<file path="src/include/spdif_in_pkg.sv">
// Constants for the serial audio input stage of a biphase transmitter.
// Assumes a single 100 MHz system clock; all link pins arrive asynchronously.
`default_nettype none
package spdif_in_pkg;
  // Framing formats, I2S is the reset default
  typedef enum logic [1:0] {
    FMT_I2S   = 2'h0,
    FMT_LEFT  = 2'h1,
    FMT_RIGHT = 2'h2
  } frame_fmt_t;
  // Word width codes
  typedef enum logic [1:0] {
    W16 = 2'h0,
    W18 = 2'h1,
    W20 = 2'h2,
    W24 = 2'h3
  } word_width_t;
  localparam int unsigned MAX_BITS      = 24;
  localparam int unsigned FRAME_BITS    = 32;     // Serial clocks per channel slot at 64 per frame
  localparam logic [5:0]  I2S_DELAY     = 6'h01;
  localparam logic [5:0]  LJ_DELAY      = 6'h00;
  localparam logic [5:0]  RJ_DELAY_16   = 6'h10;
  localparam logic [5:0]  RJ_DELAY_18   = 6'h0e;
  localparam logic [5:0]  RJ_DELAY_20   = 6'h0c;
  localparam logic [5:0]  RJ_DELAY_24   = 6'h08;
  localparam logic [4:0]  BITS_16       = 5'h10;
  localparam logic [4:0]  BITS_18       = 5'h12;
  localparam logic [4:0]  BITS_20       = 5'h14;
  localparam logic [4:0]  BITS_24       = 5'h18;
  localparam int unsigned OSR_LOW       = 256;
  localparam int unsigned OSR_HIGH      = 384;
  localparam int unsigned BIPHASE_PER_FS = 128;   // Biphase cells per frame
  localparam int unsigned DIV_LOW       = OSR_LOW / BIPHASE_PER_FS;
  localparam int unsigned DIV_HIGH      = OSR_HIGH / BIPHASE_PER_FS;
  localparam logic [1:0]  DIV_LOW_M1    = 2'(DIV_LOW - 1);
  localparam logic [1:0]  DIV_HIGH_M1   = 2'(DIV_HIGH - 1);
endpackage : spdif_in_pkg
`default_nettype wire

</file>
<file path="src/include/sample_if.sv">
// Sample handshake between the deserialiser and the two-entry buffer.
// Assumes both ends share one clock.
`default_nettype none
interface sample_if;
  logic                 valid;
  logic                 ready;
  logic                 right;
  logic [23:0]          data;
  modport src  (output valid, output right, output data, input ready);
  modport sink (input valid, input right, input data, output ready);
endinterface : sample_if
`default_nettype wire

</file>
<file path="src/verilog/skid_buffer2.sv">
// Two-entry buffer with valid/ready on both sides.
// Assumes the writer holds data while valid and not ready.
`default_nettype none
module skid_buffer2 #(
  parameter int unsigned WIDTH = 25
) (
  input  wire logic             clock,
  input  wire logic             rst,
  input  wire logic             in_valid,
  output logic                  in_ready,
  input  wire logic [WIDTH-1:0] in_data,
  output logic                  out_valid,
  input  wire logic             out_ready,
  output logic [WIDTH-1:0]      out_data
);
  initial
  begin
    if (WIDTH < 1) $error("WIDTH too small");
  end

  logic [WIDTH-1:0] mem_q [2];
  logic [WIDTH-1:0] mem_d [2];
  logic             wp_q, wp_d, rp_q, rp_d;
  logic [1:0]       cnt_q, cnt_d;
  logic             push, pop;

  ////////////////////////////////////////////////////////////////
  // Pointers and count; full stalls the writer
  always_comb
  begin
    in_ready  = (cnt_q != 2'h2);
    out_valid = (cnt_q != 2'h0);
    out_data  = mem_q[rp_q];
    push      = in_valid && in_ready;
    pop       = out_valid && out_ready;
    mem_d     = mem_q;
    wp_d      = wp_q;
    rp_d      = rp_q;
    cnt_d     = cnt_q;
    if (push)
    begin
      mem_d[wp_q] = in_data;
      wp_d        = ~wp_q;
    end
    if (pop)
      rp_d = ~rp_q;
    if (push && !pop)
      cnt_d = cnt_q + 2'h1;
    else if (pop && !push)
      cnt_d = cnt_q - 2'h1;
  end

  always_ff @(posedge clock)
  begin
    if (rst)
    begin
      wp_q  <= 1'b0;
      rp_q  <= 1'b0;
      cnt_q <= 2'h0;
      mem_q <= '{default: '0};
    end
    else
    begin
      wp_q  <= wp_d;
      rp_q  <= rp_d;
      cnt_q <= cnt_d;
      mem_q <= mem_d;
    end
  end

  a_no_overflow: assert property (@(posedge clock) disable iff (rst)
    cnt_q == 2'h2 |-> !in_ready)
    else $error("buffer accepts while full");
endmodule : skid_buffer2
`default_nettype wire

</file>
<file path="src/verilog/spdif_serial_in.sv">
// Serial audio input stage and biphase clock divider of a biphase transmitter.
// Assumes serial clock, frame sync, data and the oversample clock are async pins
// sampled by the 100 MHz system clock, each much slower than it.
// Function
// - Data and frame sync sampled on serial clock rising edge, all formats.
// - Right-justified: frame sync high for left, low for right.
// - Right-justified MSB delay 16, 14, 12, 8 clocks for 16-24 bit widths.
// - Right-justified at 64 clocks per frame: LSB ends at next transition.
// - I2S is default; frame sync low for left, high for right.
// - I2S MSB comes one serial clock after frame sync transition.
// - Left-justified: frame sync high for left, low for right.
// - Left-justified MSB coincides with frame sync transition.
// - Biphase clock derived by dividing the oversample transmit clock.
// - Oversample clock is 256 or 384 times frame rate; divider matches.
// - Three formats accepted, word widths 16, 18, 20 or 24 bits.
`default_nettype none
module spdif_serial_in (
  input  wire logic                        clock,
  input  wire logic                        rst,
  input  wire logic                        serial_clock,
  input  wire logic                        frame_sync,
  input  wire logic                        serial_data,
  input  wire logic                        oversample_tx_clock,
  input  wire spdif_in_pkg::frame_fmt_t    fmt,
  input  wire spdif_in_pkg::word_width_t   width,
  input  wire logic                        osr_384,
  output logic                             sample_valid,
  input  wire logic                        sample_ready,
  output logic                             sample_right,
  output logic [23:0]                      sample_data,
  output logic                             biphase_tick,
  output logic                             overrun
);
  ////////////////////////////////////////////////////////////////
  // Pin synchronisers: first stage read only by the second
  logic [2:0] s1_q, s2_q, s3_q;
  logic       os1_q;
  logic       os2_q, os3_q;

  always_ff @(posedge clock)
  begin
    s1_q  <= {serial_clock, frame_sync, serial_data};
    s2_q  <= s1_q;
    s3_q  <= s2_q;
    os1_q <= oversample_tx_clock;
    os2_q <= os1_q;
    os3_q <= os2_q;
  end

  logic sclk_s, fs_s, sd_s, sclk_rise, os_rise;
  always_comb
  begin
    sclk_s    = s2_q[2];
    fs_s      = s2_q[1];
    sd_s      = s2_q[0];
    sclk_rise = sclk_s && !s3_q[2];
    os_rise   = os2_q && !os3_q;
  end

  ////////////////////////////////////////////////////////////////
  // Per-format delay and width selection
  logic [5:0] delay;
  logic [4:0] nbits;
  logic       fs_left;
  always_comb
  begin
    case (width)
      spdif_in_pkg::W16: nbits = spdif_in_pkg::BITS_16;
      spdif_in_pkg::W18: nbits = spdif_in_pkg::BITS_18;
      spdif_in_pkg::W20: nbits = spdif_in_pkg::BITS_20;
      default:           nbits = spdif_in_pkg::BITS_24;
    endcase
    case (fmt)
      spdif_in_pkg::FMT_RIGHT:
      begin
        // RJ delay table, LSB lands at slot end
        case (width)
          spdif_in_pkg::W16: delay = spdif_in_pkg::RJ_DELAY_16;
          spdif_in_pkg::W18: delay = spdif_in_pkg::RJ_DELAY_18;
          spdif_in_pkg::W20: delay = spdif_in_pkg::RJ_DELAY_20;
          default:           delay = spdif_in_pkg::RJ_DELAY_24;
        endcase
        fs_left = 1'b1;
      end
      spdif_in_pkg::FMT_LEFT:
      begin
        delay   = spdif_in_pkg::LJ_DELAY;
        fs_left = 1'b1;
      end
      default:
      begin
        // one clock delay, left while low
        delay   = spdif_in_pkg::I2S_DELAY;
        fs_left = 1'b0;
      end
    endcase
  end

  ////////////////////////////////////////////////////////////////
  // Slot tracking and shift register
  typedef enum logic [1:0] {
    ST_IDLE  = 2'h0,
    ST_WAIT  = 2'h1,
    ST_SHIFT = 2'h2
  } state_t;

  state_t      st_q, st_d;
  logic        fs_prev_q, fs_prev_d;
  logic [5:0]  cnt_q, cnt_d;
  logic [4:0]  got_q, got_d;
  logic [23:0] sh_q, sh_d;
  logic        chan_q, chan_d;
  logic        push, ovr_q, ovr_d;
  logic        fs_edge;
  sample_if    smp ();

  always_comb
  begin
    st_d      = st_q;
    fs_prev_d = fs_prev_q;
    cnt_d     = cnt_q;
    got_d     = got_q;
    sh_d      = sh_q;
    chan_d    = chan_q;
    push      = 1'b0;
    ovr_d     = ovr_q;
    fs_edge   = sclk_rise && (fs_s != fs_prev_q);
    if (sclk_rise)
    begin
      fs_prev_d = fs_s;
      // New slot on frame sync change; left-justified MSB is this very bit
      if (fs_edge)
      begin
        chan_d = (fs_s != fs_left);
        got_d  = 5'h0;
        sh_d   = '0;
        if (delay == 6'h00)
        begin
          sh_d  = {23'h0, sd_s};
          got_d = 5'h1;
          st_d  = ST_SHIFT;
        end
        else
        begin
          cnt_d = delay - 6'h1;
          st_d  = ST_WAIT;
        end
      end
      else
      begin
        case (st_q)
          ST_WAIT:
          begin
            if (cnt_q == 6'h0)
            begin
              sh_d  = {23'h0, sd_s};
              got_d = 5'h1;
              st_d  = ST_SHIFT;
            end
            else
              cnt_d = cnt_q - 6'h1;
          end
          ST_SHIFT:
          begin
            if (got_q < nbits)
            begin
              sh_d  = {sh_q[22:0], sd_s};
              got_d = got_q + 5'h1;
            end
          end
          default: st_d = ST_IDLE;
        endcase
      end
    end
    if (st_q == ST_SHIFT && got_q == nbits)
    begin
      push  = 1'b1;
      st_d  = fs_edge ? st_d : ST_IDLE;
      if (!smp.ready)
        ovr_d = 1'b1;
      if (!fs_edge)
        got_d = 5'h0;
    end
  end

  always_ff @(posedge clock)
  begin
    if (rst)
    begin
      st_q      <= ST_IDLE;
      fs_prev_q <= 1'b0;
      cnt_q     <= 6'h0;
      got_q     <= 5'h0;
      sh_q      <= 24'h0;
      chan_q    <= 1'b0;
      ovr_q     <= 1'b0;
    end
    else
    begin
      st_q      <= st_d;
      fs_prev_q <= fs_prev_d;
      cnt_q     <= cnt_d;
      got_q     <= got_d;
      sh_q      <= sh_d;
      chan_q    <= chan_d;
      ovr_q     <= ovr_d;
    end
  end

  // Word is left-aligned so narrow widths keep their MSB at bit 23
  assign smp.valid = push;
  assign smp.right = chan_q;
  assign smp.data  = sh_q << (5'h18 - nbits);
  assign overrun   = ovr_q;

  skid_buffer2 #(.WIDTH(25)) u_buf (
    .clock     (clock),
    .rst       (rst),
    .in_valid  (smp.valid),
    .in_ready  (smp.ready),
    .in_data   ({smp.right, smp.data}),
    .out_valid (sample_valid),
    .out_ready (sample_ready),
    .out_data  ({sample_right, sample_data})
  );

  ////////////////////////////////////////////////////////////////
  // Biphase clock divider on oversample clock edges
  logic [1:0] div_q, div_d, div_top;
  logic       tick_q, tick_d;
  always_comb
  begin
    div_top = osr_384 ? spdif_in_pkg::DIV_HIGH_M1 : spdif_in_pkg::DIV_LOW_M1;
    div_d   = div_q;
    tick_d  = 1'b0;
    if (os_rise)
    begin
      if (div_q >= div_top)
      begin
        div_d  = 2'h0;
        tick_d = 1'b1;
      end
      else
        div_d = div_q + 2'h1;
    end
  end

  always_ff @(posedge clock)
  begin
    if (rst)
    begin
      div_q  <= 2'h0;
      tick_q <= 1'b0;
    end
    else
    begin
      div_q  <= div_d;
      tick_q <= tick_d;
    end
  end
  assign biphase_tick = tick_q;

  ////////////////////////////////////////////////////////////////
  // Checks
  // tick only after an oversample edge
  a_tick_cause: assert property (@(posedge clock) disable iff (rst)
    biphase_tick |-> $past(os_rise))
    else $error("biphase tick without oversample edge");
  a_div_range: assert property (@(posedge clock) disable iff (rst)
    div_q <= (osr_384 ? 2'h2 : 2'h1))
    else $error("divider out of range");
  // zero delay starts shifting at once
  a_lj_start: assert property (@(posedge clock) disable iff (rst)
    fs_edge && fmt == spdif_in_pkg::FMT_LEFT |=> st_q == ST_SHIFT && got_q == 5'h1)
    else $error("left-justified MSB not taken at transition");
  a_i2s_wait: assert property (@(posedge clock) disable iff (rst)
    fs_edge && fmt == spdif_in_pkg::FMT_I2S |=> st_q == ST_WAIT && cnt_q == 6'h0)
    else $error("I2S delay wrong");
  a_rj_delay: assert property (@(posedge clock) disable iff (rst)
    fs_edge && fmt == spdif_in_pkg::FMT_RIGHT && width == spdif_in_pkg::W16
    |=> cnt_q == 6'h0f)
    else $error("right-justified delay wrong");
  // I2S low frame sync is left
  a_i2s_chan: assert property (@(posedge clock) disable iff (rst)
    fs_edge && fmt == spdif_in_pkg::FMT_I2S |=> chan_q == $past(fs_s))
    else $error("I2S channel wrong");
  // RJ high frame sync is left
  a_rj_chan: assert property (@(posedge clock) disable iff (rst)
    fs_edge && fmt == spdif_in_pkg::FMT_RIGHT |=> chan_q == !$past(fs_s))
    else $error("RJ channel wrong");
  // LJ high frame sync is left
  a_lj_chan: assert property (@(posedge clock) disable iff (rst)
    fs_edge && fmt == spdif_in_pkg::FMT_LEFT |=> chan_q == !$past(fs_s))
    else $error("LJ channel wrong");
  a_bit_count: assert property (@(posedge clock) disable iff (rst)
    got_q <= nbits)
    else $error("too many bits");
  // shift only on serial clock rise
  a_shift_edge: assert property (@(posedge clock) disable iff (rst)
    st_q == ST_SHIFT && got_q != $past(got_q) && got_q != 5'h0 |-> $past(sclk_rise))
    else $error("bit taken without clock edge");
endmodule : spdif_serial_in
`default_nettype wire

</file>
<file path="config.mk">
export PLATFORM = sky130hd
export DESIGN_NAME = spdif_serial_in
export DESIGN_NICKNAME = d
export VERILOG_FILES = /design/src/include/spdif_in_pkg.sv /design/src/include/sample_if.sv /design/src/verilog/skid_buffer2.sv /design/src/verilog/spdif_serial_in.sv
export SDC_FILE = /design/constraint.sdc
export NUM_CORES = 1
export LEC_CHECK = 0
export ABC_AREA = 1
export ABC_CLOCK_PERIOD_IN_PS = 2500
export BUFFER_PORTS_ARGS = -buffer_cell sky130_fd_sc_hd__buf_2
export CELL_PAD_IN_SITES_DETAIL_PLACEMENT = 0
export CELL_PAD_IN_SITES_GLOBAL_PLACEMENT = 1
export CORE_ASPECT_RATIO = 0.7
export CORE_UTILIZATION = 43
export DETAILED_ROUTE_END_ITERATION = 12
export PLACE_DENSITY = 0.87
export SYNTH_ARGS = -nofsm -noshare
export SYNTH_HDL_FRONTEND = slang
export SYNTH_SLANG_ARGS = --single-unit
</file>
<file path="constraint.sdc">
create_clock -name clock -period 2.5 [get_ports clock]
set_input_delay 0.125 -clock clock [delete_from_list [all_inputs] [get_ports clock]]
set_output_delay 0.125 -clock clock [all_outputs]
set_load 0.02 [all_outputs]
</file>
==> results of run 1 <==
## power by group through the flow
stage | clock (mW) | sequential [mW] | combinational, mW
2_1_floorplan | 0 | 1.78 | 0.281
3_3_place_gp | 0 | 1.79 | 0.391
3_5_place_dp | 0 | 1.79 | 0.396
4_1_cts | 1.53 | 1.75 | 0.403
5_1_grt | 1.61 | 1.76 | 0.457
6_report | 1.49 | 1.75 | 0.406
## path summary, 6_finish.rpt
kind	from	endpoint	slack, ps	cells after the start
max	got_q[3]	sh_q[6]	250	10
min	sample_ready	u_buf.rp_q	120	3
max reg2reg	got_q[3]	sh_q[6]	250	10
min reg2reg	s1_q[2]	s2_q[2]	330	0
## layout by cell type, fill, tap and decap left out, drive strengths merged, types with 2 or more instances in the layout
cell type    count
clkinv           4
o21a            13
or2              4
dfxtp          107
nand2          269
nor2            51
buf             56
nand4            7
nand3b           4
nand3           47
clkbuf           9
dlygate4sd3      4
a21oi           88
ha              17
inv             80
o22ai            3
nor3             2
o21ai           89
## worst min-delay path, delay by kind of cell
kind / cells / cell delay [ps]
simple gates: 1 / 130
buf+inv: 1 / 100
compound gates: 1 / 80
## through the flow
stage | worst slack, ps | hold slack, ps | util | area, um2
2_1_floorplan | 459 | 153 | - | 5550
5_1_grt | 37.2 | 115 | 0.497 | 6220
3_5_place_dp | 118 | 229 | 0.468 | 5860
4_1_cts | 266 | 121 | 0.497 | 6220
6_report | 250 | 121 | 0.497 | 6220
3_3_place_gp | 248 | 228 | 0.468 | 5860
## final cells by class
class	count	area [um2]
timing repair buffer	60	363
clock inverter	7	92.6
multi-input combinational	605	2900
inverter	78	294
fill	1261	6290
clock buffer	9	225
sequential	107	2140
tap	162	203
## metal layers
layer	track usage	vias up	wire [um]
li1	-	2750	-
met1	0.341	2491	7440
met2	0.334	139	6220
met3	0.0456	10	847
met4	0.0543	0	111
met5	0	-	0
## flip-flops by register name, summed over array words and instances (netlist names), 3 cells and up
| register | cells |
|---|---|
| cnt_q | 6 |
| s1_q | 3 |
| got_q | 5 |
| sh_q | 24 |
| u_buf.mem_q | 50 |
| s2_q | 3 |
## cell families after synthesis
group	count (synthesis)	share of synthesized area
buffers and inverters	124	0.0918
DFF	107	0.386
and+or+nand+nor	386	0.287
xor gates and xnor gates	2	0.00316
AOI/OAI and AO/OA	200	0.193
adders and majority gates	17	0.0383
==> results.md, run 1 <==
* Status: finished clean
* Setup Fix Bufs, Post-CTS at 0
* Final nets at 890
* Die height at 97.0 um
* CTS tree: built
* Tightest Pin Transition at roughly 640 ps
* Clock share of power at 0.408
* Antenna violations before repair at 0
* Post-synth EDFFs at 0
* Sequential share of power at 0.480
* Placed cells at roughly 1.0k
* Crit end category: register
* Psw at ~1.0 mW
* Sum Neg Setup Slack at 0 ps
* Layout area overhead at 12.0%
* Worst Setup Path Type: reg2reg
* Count leader, synth: nand2_1
* Comb power frac at 0.111
* Slew headroom at 0.576
* Final GP Congestion at 0.872
* Drt total wl at between 10,000 and 15,000 um
* Grt total ovfl at 0
* Post-detailed-route count of antenna-violating nets at 0
* DR vias/cell at about 5.2
* CTS resizes at 0
* Clock H-tree levels at 3
* Pwr Total at 3.65 mW
* Largest area contributor in the netlist: dfxtp_1
* Die X at approximately 140 um
* IO Port Bufs at 39
* CTS Hold Bufs at 4
* Core Footprint at about 0.013 mm2
* Fmax at approximately 440 MHz
* Initial Utilization at 0.444
* Final setup vio count at 0
* Largest net degree at the start of global routing at 58
* Final period util at 0.900
* Worst EP arrival at 2530 ps
* Cell with the most instances on the worst path: nand2_1
* Max-Cap Viols at 0
* Post-synth net total at a little under 900
* Power Density at 588 mW/mm2
* DRC at 0
* Cell Area, Synth at ~0.0055 mm2
* Hold Fails Final Rpt at 0
* Vias at approximately 5.4k
* Ant diodes at 0
* Die area at about 0.013 mm2
* Cells after synthesis at about 840
* Number of synthesized register bits at about 110
* Row count at 34
* Hold/Removal Path Class: in2reg
* Peak VDD IR at between 0.0003 and 0.0004 V
* Yosys cell types at 40
* Register area share after synthesis at 0.386
* RSZ-0062 raised after global routing: false
* Final min period at around 2200 ps
* Detailed Routing Iterations Pass 1 at 6
* CP peak stage delay at 440 ps
* Top cells by area in the synthesized netlist: dfxtp_1 (39%), nand2_1 (18%), o21ai_0 (7.8%), a21oi_1 (7.8%), inv_1 (4.9%)
* Detailed Place HPWL at 10,500 um
* Post-route insts no fill at ~1.0k
* Warnings from Yosys at 0
* CTS Root Cell: clkbuf_16
* Leak Pwr at between 2 and 3 nW
* CTS Buf Count at 9
* Sink Count at 107
* Fin. max-slew vios at 0
* Crit Path Max Fanout at 28
* Post-synthesis async set-or-reset flop share at 0
* Avg Inst Size Synth at ~6.6 um2
* Clock-pin slew on the worst setup and hold paths at ~80 ps
* Layout cell share with drive strength beyond 1 at 0.105
* Max clock buf depth at 2
* Startpoint Class: register
* Sw Ratio at 0.275
* Initial DRC Count at approximately 520
* Crit path max-delay family: simple AND/OR/NAND/NOR gates
* Fin Clk Skew at roughly 8.7 ps
* Vias in the first global route at around 4.9k
* Share of the synthesized area in the top cell type at 0.386
* Required time of the critical path at ~2800 ps
* Top_reg_cell synth: dfxtp_1
* Critical path's slowest cell: dfxtp_1
* Clk_lat worst skew at between 300 and 400 ps
* Overall routing resource usage at 0.229
* Crit-path cells: ha_1, nand2_1, inv_1, nand2_1, nand2_1, nand2_1, nand2_4, nor2_4, nand2_1, o21ai_0
* Bufs and invs on worst path at 1
* Routed len/inst at ~14 um
* Most frequent cells after synthesis: nand2_1 (265), dfxtp_1 (107), o21ai_0 (87)
* Internal at between 2 and 3 mW
* I/O Pins at 40
* Global-route wire length before repair at about 24,000 um
Note: power is estimated with default switching activity, not from simulation.
==> inputs of run 2 (changes only) <==
--- a/config.mk
+++ b/config.mk
@@ -7,13 +7,13 @@
 export LEC_CHECK = 0
 export ABC_AREA = 1
 export ABC_CLOCK_PERIOD_IN_PS = 2500
-export BUFFER_PORTS_ARGS = -buffer_cell sky130_fd_sc_hd__buf_2
+export BUFFER_PORTS_ARGS = -buffer_cell sky130_fd_sc_hd__buf_4
 export CELL_PAD_IN_SITES_DETAIL_PLACEMENT = 0
 export CELL_PAD_IN_SITES_GLOBAL_PLACEMENT = 1
 export CORE_ASPECT_RATIO = 0.7
 export CORE_UTILIZATION = 43
 export DETAILED_ROUTE_END_ITERATION = 12
-export PLACE_DENSITY = 0.87
+export PLACE_DENSITY_LB_ADDON = 0.1
 export SYNTH_ARGS = -nofsm -noshare
 export SYNTH_HDL_FRONTEND = slang
 export SYNTH_SLANG_ARGS = --single-unit
==> run 2 against run 1 <==
  * Setup slack gained 65 ps
  * Design area grew 1.5%
  * Combinational power grew 2%
  * Clock skew shrank 1.2 ps
  * Core utilization grew 0.75 points
  * Hold slack lost 12 ps
  * First-iteration DRC count shrank 32%
==> results.md, run 2 (same netlist as run 1, synthesis figures left out) <==
* Max clock buf depth at 2
* DR vias/cell at 5.21
* Layout cell share with drive strength beyond 1 at 0.104
* Pre-CTS setup slack at about 180 ps
* Final period util at 0.874
* Initial DRC Count at 350
* Global-route wire length before repair at approximately 25,000 um
* Final min period at between 2000 and 2500 ps
* IO Port Bufs at 39
* Fmax at roughly 460 MHz
* RR Startpoint: got_q[2]
* Peak VDD IR at 0.000340 V
* Hold Startpoint: sample_ready
* Largest registers: u_buf.mem_q (50), sh_q (24), cnt_q (6)
* CTS resizes at 0
* Most common cell after layout, fill and taps aside: nand2_1
* Most frequent cells in the layout: nand2_1 (265), dfxtp_1 (107), o21ai_0 (87), a21oi_1 (86), inv_1 (73)
* Clk_lat worst skew at roughly 350 ps
* Vias at roughly 5.3k
* Worst R2R Path Depth at 11
* Final GP Congestion at slightly below 0.9
* Tightest Pin Transition at 681 ps
* RSZ-0062 raised after global routing: false
* Detailed Place HPWL at 10,800 um
* Grt total ovfl at 0
* Final Hold Slack at 109 ps
* Hold Path Stages at 3
* Max reg flops at 50
* Sink Count at 107
* CTS Buf Count at 9
* Slew headroom at 0.546
* Status: finished clean
* Drt total wl at around 15,000 um
* Fin Clk Skew at around 7.5 ps
* Power Density at 576 mW/mm2
* Comb power frac at 0.114
* Vias in the first global route at just under 5k
* Largest reg by FF count: u_buf.mem_q
* Die area at 0.0134 mm2
* Final nets at roughly 890
* Routed len/inst at about 15 um
* Required time of the critical path at 2770 ps
* Fin. max-slew vios at 0
* Row count at 34
* DRC at 0
* Internal at between 2 and 3 mW
* Core Footprint at around 0.013 mm2
* Sequential share of power at 0.481
* Clock-pin slew on the worst setup and hold paths at ~70 ps
* Die X at around 140 um
* Ant diodes at 0
* Sum Neg Setup Slack at 0 ps
* Largest net degree at the start of global routing at 58
* Clock share of power at 0.405
* Worst setup margin at about 320 ps
* Crit Path Max Fanout at 28
* Worst flop-to-flop path endpoint: sh_q[22]
* Max-Cap Viols at 0
* Leak Pwr at around 2.6 nW
* Final setup vio count at 0
* CTS Root Cell: clkbuf_16
* Hold worst-path end: u_buf.rp_q
* Antenna violations before repair at 0
* Crit end category: register
* Fill count at 1,292
* Psw at slightly below 1 mW
* Layout area overhead at 13.7%
* Hold Fails Final Rpt at 0
* Sw Ratio at 0.267
* Overall routing resource usage at 0.237
* I/O Pins at 40
* Worst EP arrival at 2460 ps
* Clock H-tree levels at 3
* Initial Utilization at 0.444
* Startpoint Class: register
* Post-detailed-route count of antenna-violating nets at 0
* Setup crit start: got_q[2]
* R2R setup slack at ~320 ps
* Detailed Routing Iterations Pass 1 at 4
* CTS tree: built
* Die height at around 97 um
* Hold/Removal Path Class: in2reg
* Worst Setup Path Type: reg2reg
run 2: cell count changes in the layout (fill, tap and decap cells not counted):
cell / change
buf_2: -39
buf_4: +37
buf_12: +1
clkbuf_8: +1
clkinv_2: +1
clkinv_4: -1
clkinv_8: -1
inv_6: +1
inv_8: -1
run 2: worst max path at each step:
stage	endpoint
6_report	sh_q[22]
5_1_grt	cnt_q[4]
4_1_cts	sh_q[6]
3_5_place_dp	sh_q[6]
3_3_place_gp	sh_q[6]
2_1_floorplan	u_buf.cnt_q[1]
run 2: final cells by class:
cell class | count | area (um2) | area share
Clock inverter | 6 | 70.1 | 0.0111
Tap cell | 162 | 203 | 0.0321
Inverter | 78 | 294 | 0.0466
Timing Repair Buffer | 59 | 465 | 0.0738
Multi-Input combinational cell | 605 | 2900 | 0.459
Sequential cell | 107 | 2140 | 0.339
Clock buffer | 10 | 239 | 0.0379
run 2: worst max-delay path, cell delays in order (launching register included):
cell and delay, ps:
dfxtp_1 480, ha_1 310, nand2_1 80, nand2_1 50, nand2_1 130, nand2_1 150, nand2_1 180, nand2_4 210
nor2_4 200, buf_12 150, nand2_1 60, a21oi_1 140
run 2: power groups by stage:
stage               sequential (mW)  combinational, mW  clock [mW]
finish                         1.75              0.415        1.47
global route                   1.75              0.463        1.59
CTS                            1.75              0.409        1.51
detailed placement             1.79              0.402           0
global placement               1.79              0.400           0
floorplan                      1.78              0.281           0
run 2: routing by layer:
layer | track usage | vias up | part of all wire
li1 | - | 2751 | -
met4 | 0.0485 | 0 | 0.0072
met2 | 0.333 | 121 | 0.40
met5 | 0 | - | 0
met3 | 0.0393 | 11 | 0.045
met1 | 0.373 | 2463 | 0.55
run 2: timing repair:
item                                    in CTS  in global routing
buffers inserted                             0                  1
hold buffers                                 4                  0
endpoints found under the hold margin        4                  0
endpoints found under the setup margin       0                  4
run 2: per-stage QoR:
| step | instance area (um2) | util | power [mW] | std cells |
|---|---|---|---|---|
| floorplan | 5550 | - | 2.06 | 836 |
| CTS | 6290 | 0.503 | 3.67 | 1026 |
| detailed placement | 5940 | 0.475 | 2.19 | 1006 |
| finish | 6310 | 0.505 | 3.63 | 1027 |
| global route | 6310 | 0.505 | 3.81 | 1027 |
| global placement | 5940 | 0.475 | 2.19 | 1006 |
==> inputs of run 3 (changes only) <==
--- a/config.mk
+++ b/config.mk
@@ -16,4 +16,5 @@
 export PLACE_DENSITY_LB_ADDON = 0.1
 export SYNTH_ARGS = -nofsm -noshare
 export SYNTH_HDL_FRONTEND = slang
+export SYNTH_HIERARCHICAL = 1
 export SYNTH_SLANG_ARGS = --single-unit
==> run 3 against run 2 <==
  * Sequential share of layout area is 1.7 points lower
  * Maximum frequency is 3.0% higher
  * First-iteration DRC count is 20% lower
  * Highest routed layer unchanged
==> results.md, run 3 <==
* Status: finished clean
* Antenna violations before repair at 0
* Final period util at 0.849
* RR Startpoint: st_q[0]
* Sink Count at roughly 110
* Mux cell area share after synthesis at 0.00675
* Post-synth EDFFs at 0
* Post-Synth Adder-Cell Area at 0.0380
* RSZ-0062 raised after global routing: false
* CTS Root Cell: clkbuf_16
* Drt total wl at roughly 14,000 um
* CTS resizes at 0
* Tightest Pin Transition at between 500 and 600 ps
* Grt total ovfl at 0
* Post-synthesis async set-or-reset flop share at 0
* Power Density at 573 mW/mm2
* Post-Synth Simple-Gate Area at 0.338
* Worst Setup Path Type: reg2reg
* Required time of the critical path at about 2800 ps
* Detailed Place HPWL at 9910 um
* Hold/Removal Path Class: in2reg
* Startpoint Class: register
* Compound-Gate Fraction of Synth Area at 0.133
* Warnings from Yosys at 6
* I/O Pins at 40
* Final min period at approximately 2100 ps
* Vias at between 5k and 6k
* Final setup vio count at 0
* Final Util at 0.499
* Detailed Routing Iterations Pass 1 at 5
* Fin Clk Skew at roughly 14 ps
* Most common cell after layout, fill and taps aside: nand2_1
* Clock H-tree levels at 3
* Pwr Total at 3.80 mW
* Initial Utilization at 0.446
* Top cells by area in the synthesized netlist: dfxtp_1 (36%), nand2_1 (16%), nor2_1 (8.8%), o21ai_0 (7.7%), inv_1 (6.8%)
* Most frequent cells in the layout: nand2_1 (248), nor2_1 (139), inv_1 (107), dfxtp_1 (107), o21ai_0 (91)
* Max-Cap Viols at 0
* Crit Path Max Fanout at 11
* Die height at between 100 and 150 um
* Fin. max-slew vios at 0
* Peak VDD IR at roughly 0.00033 V
* Vias in the first global route at roughly 5k
* Cell Area, Synth at around 0.0059 mm2
* Fmax at approximately 470 MHz
* Share of the synthesized area in the top cell type at 0.361
* Die area at ~0.014 mm2
* Final nets at 960
* Setup crit start: st_q[0]
* DR vias/cell at ~4.9
* Crit end category: register
* Clk_lat worst skew at approximately 350 ps
* Number of synthesized register bits at 107
* Initial DRC Count at about 280
* Register area share after synthesis at 0.361
* Top_reg_cell synth: dfxtp_1
* Layout area overhead at 12.0%
* CTS Buf Count at 9
* Most frequent cells after synthesis: nand2_1 (248), nor2_1 (139), dfxtp_1 (107), inv_1 (107), o21ai_0 (91)
* Layout cell share with drive strength beyond 1 at 0.106
* Core Footprint at around 0.013 mm2
* Largest net degree at the start of global routing at 54
* CTS tree: built
* Avg Inst Size Synth at about 6.5 um2
* Worst EP arrival at between 2000 and 2500 ps
* Row count at 35
* Leak Pwr at 3.13 nW
* Post-synth net total at 940
* DRC at 0
* Count leader, synth: nand2_1
* Main combinational cell family by area after synthesis: simple AND/OR/NAND/NOR gates
* Final GP Congestion at 0.902
* Hold Startpoint: sample_ready
* Synth Area in XOR/XNOR at 0.00295
* Ant diodes at 0
* Slew headroom at 0.636
* Largest registers: u_buf/mem_q (50), sh_q (24), cnt_q (6)
* Largest area contributor in the netlist: dfxtp_1
* Clock-pin slew on the worst setup and hold paths at around 70 ps
* Die X at ~140 um
* Routed len/inst at 12.6 um
* Overall routing resource usage at 0.212
* Hold Fails Final Rpt at 0
* Max clock buf depth at 2
* Cells after synthesis at a little over 900
* Post-detailed-route count of antenna-violating nets at 0
* Largest reg by FF count: u_buf/mem_q
* Sum Neg Setup Slack at 0 ps
* IO Port Bufs at 39
* Global-route wire length before repair at around 24,000 um
* Yosys cell types at 40
* Max reg flops at 50
==> run 3: changes by cell type after synthesis, sizes merged, moves of 11 or more <==
cell	before	now
nor2	51	144
clkbuf	29	18
nand2	269	258
inv	77	115
o21a	13	2
a21oi	88	40
==> run 3: worst paths after layout <==
kind | end | slack, ps | cells past startpoint
min reg2reg | s2_q[2] | 330 | 0
min | u_buf/rp_q | 50 | 3
max | u_buf/cnt_q[1] | 380 | 13
max reg2reg | u_buf/cnt_q[1] | 380 | 13
==> run 3: cell type report <==
class / instances / area [um2]
fillers: 1374 / 6670
multi-input cells: 641 / 3080
flip-flops and latches: 107 / 2140
inverters: 117 / 445
repair buffers: 54 / 415
well taps: 185 / 231
clock buffers: 9 / 225
clock inverters: 7 / 108
==> run 3: metal layers <==
layer / global-route usage / wire length (um) / vias up
li1: - / - / 2903
met1: 0.305 / 7500 / 2421
met2: 0.327 / 5930 / 105
met3: 0.0391 / 544 / 7
met4: 0.0455 / 100 / 0
met5: 0 / 0 / -
==> run 3: metrics by stage <==
stage,worst slack (ps),cell area (um2),hold slack [ps],instances
after CTS,400,6650,40.5,1120
after global placement,410,6270,230,1100
after detailed placement,307,6270,231,1100
after floorplan,64.2,5930,153,910
after global routing,240,6650,71.4,1120
final,378,6650,53.5,1120
==> run 3: worst max-delay path: stages (launching register included) <==
cell     delay [ps]
dfxtp_1         330
inv_1            60
ha_1            420
nand2_1          90
nor4_1          200
buf_4           220
nand2_1          80
inv_1            70
ha_1            250
inv_1            80
nand3_1          90
nand2_1          60
inv_1            30
nor2_1           80
==> run 3: repair_timing <==
action                    CTS  global route
hold endpoints to repair    4             0
setup buffers               0             0
hold buffers                4             0
==> run 3: power by group <==
group | total [mW] | internal (mW) | switching (mW)
Sequential | 1.76 | 1.73 | 0.0245
Combinational | 0.465 | 0.138 | 0.327
Clock | 1.58 | 0.898 | 0.682
==> run 3: cells by family after synthesis <==
family | after synthesis
simple gates | 470
buf+inv | 162
compound gates | 147
flops | 107
fa+ha+maj | 18
mux | 4
xor+xnor | 2
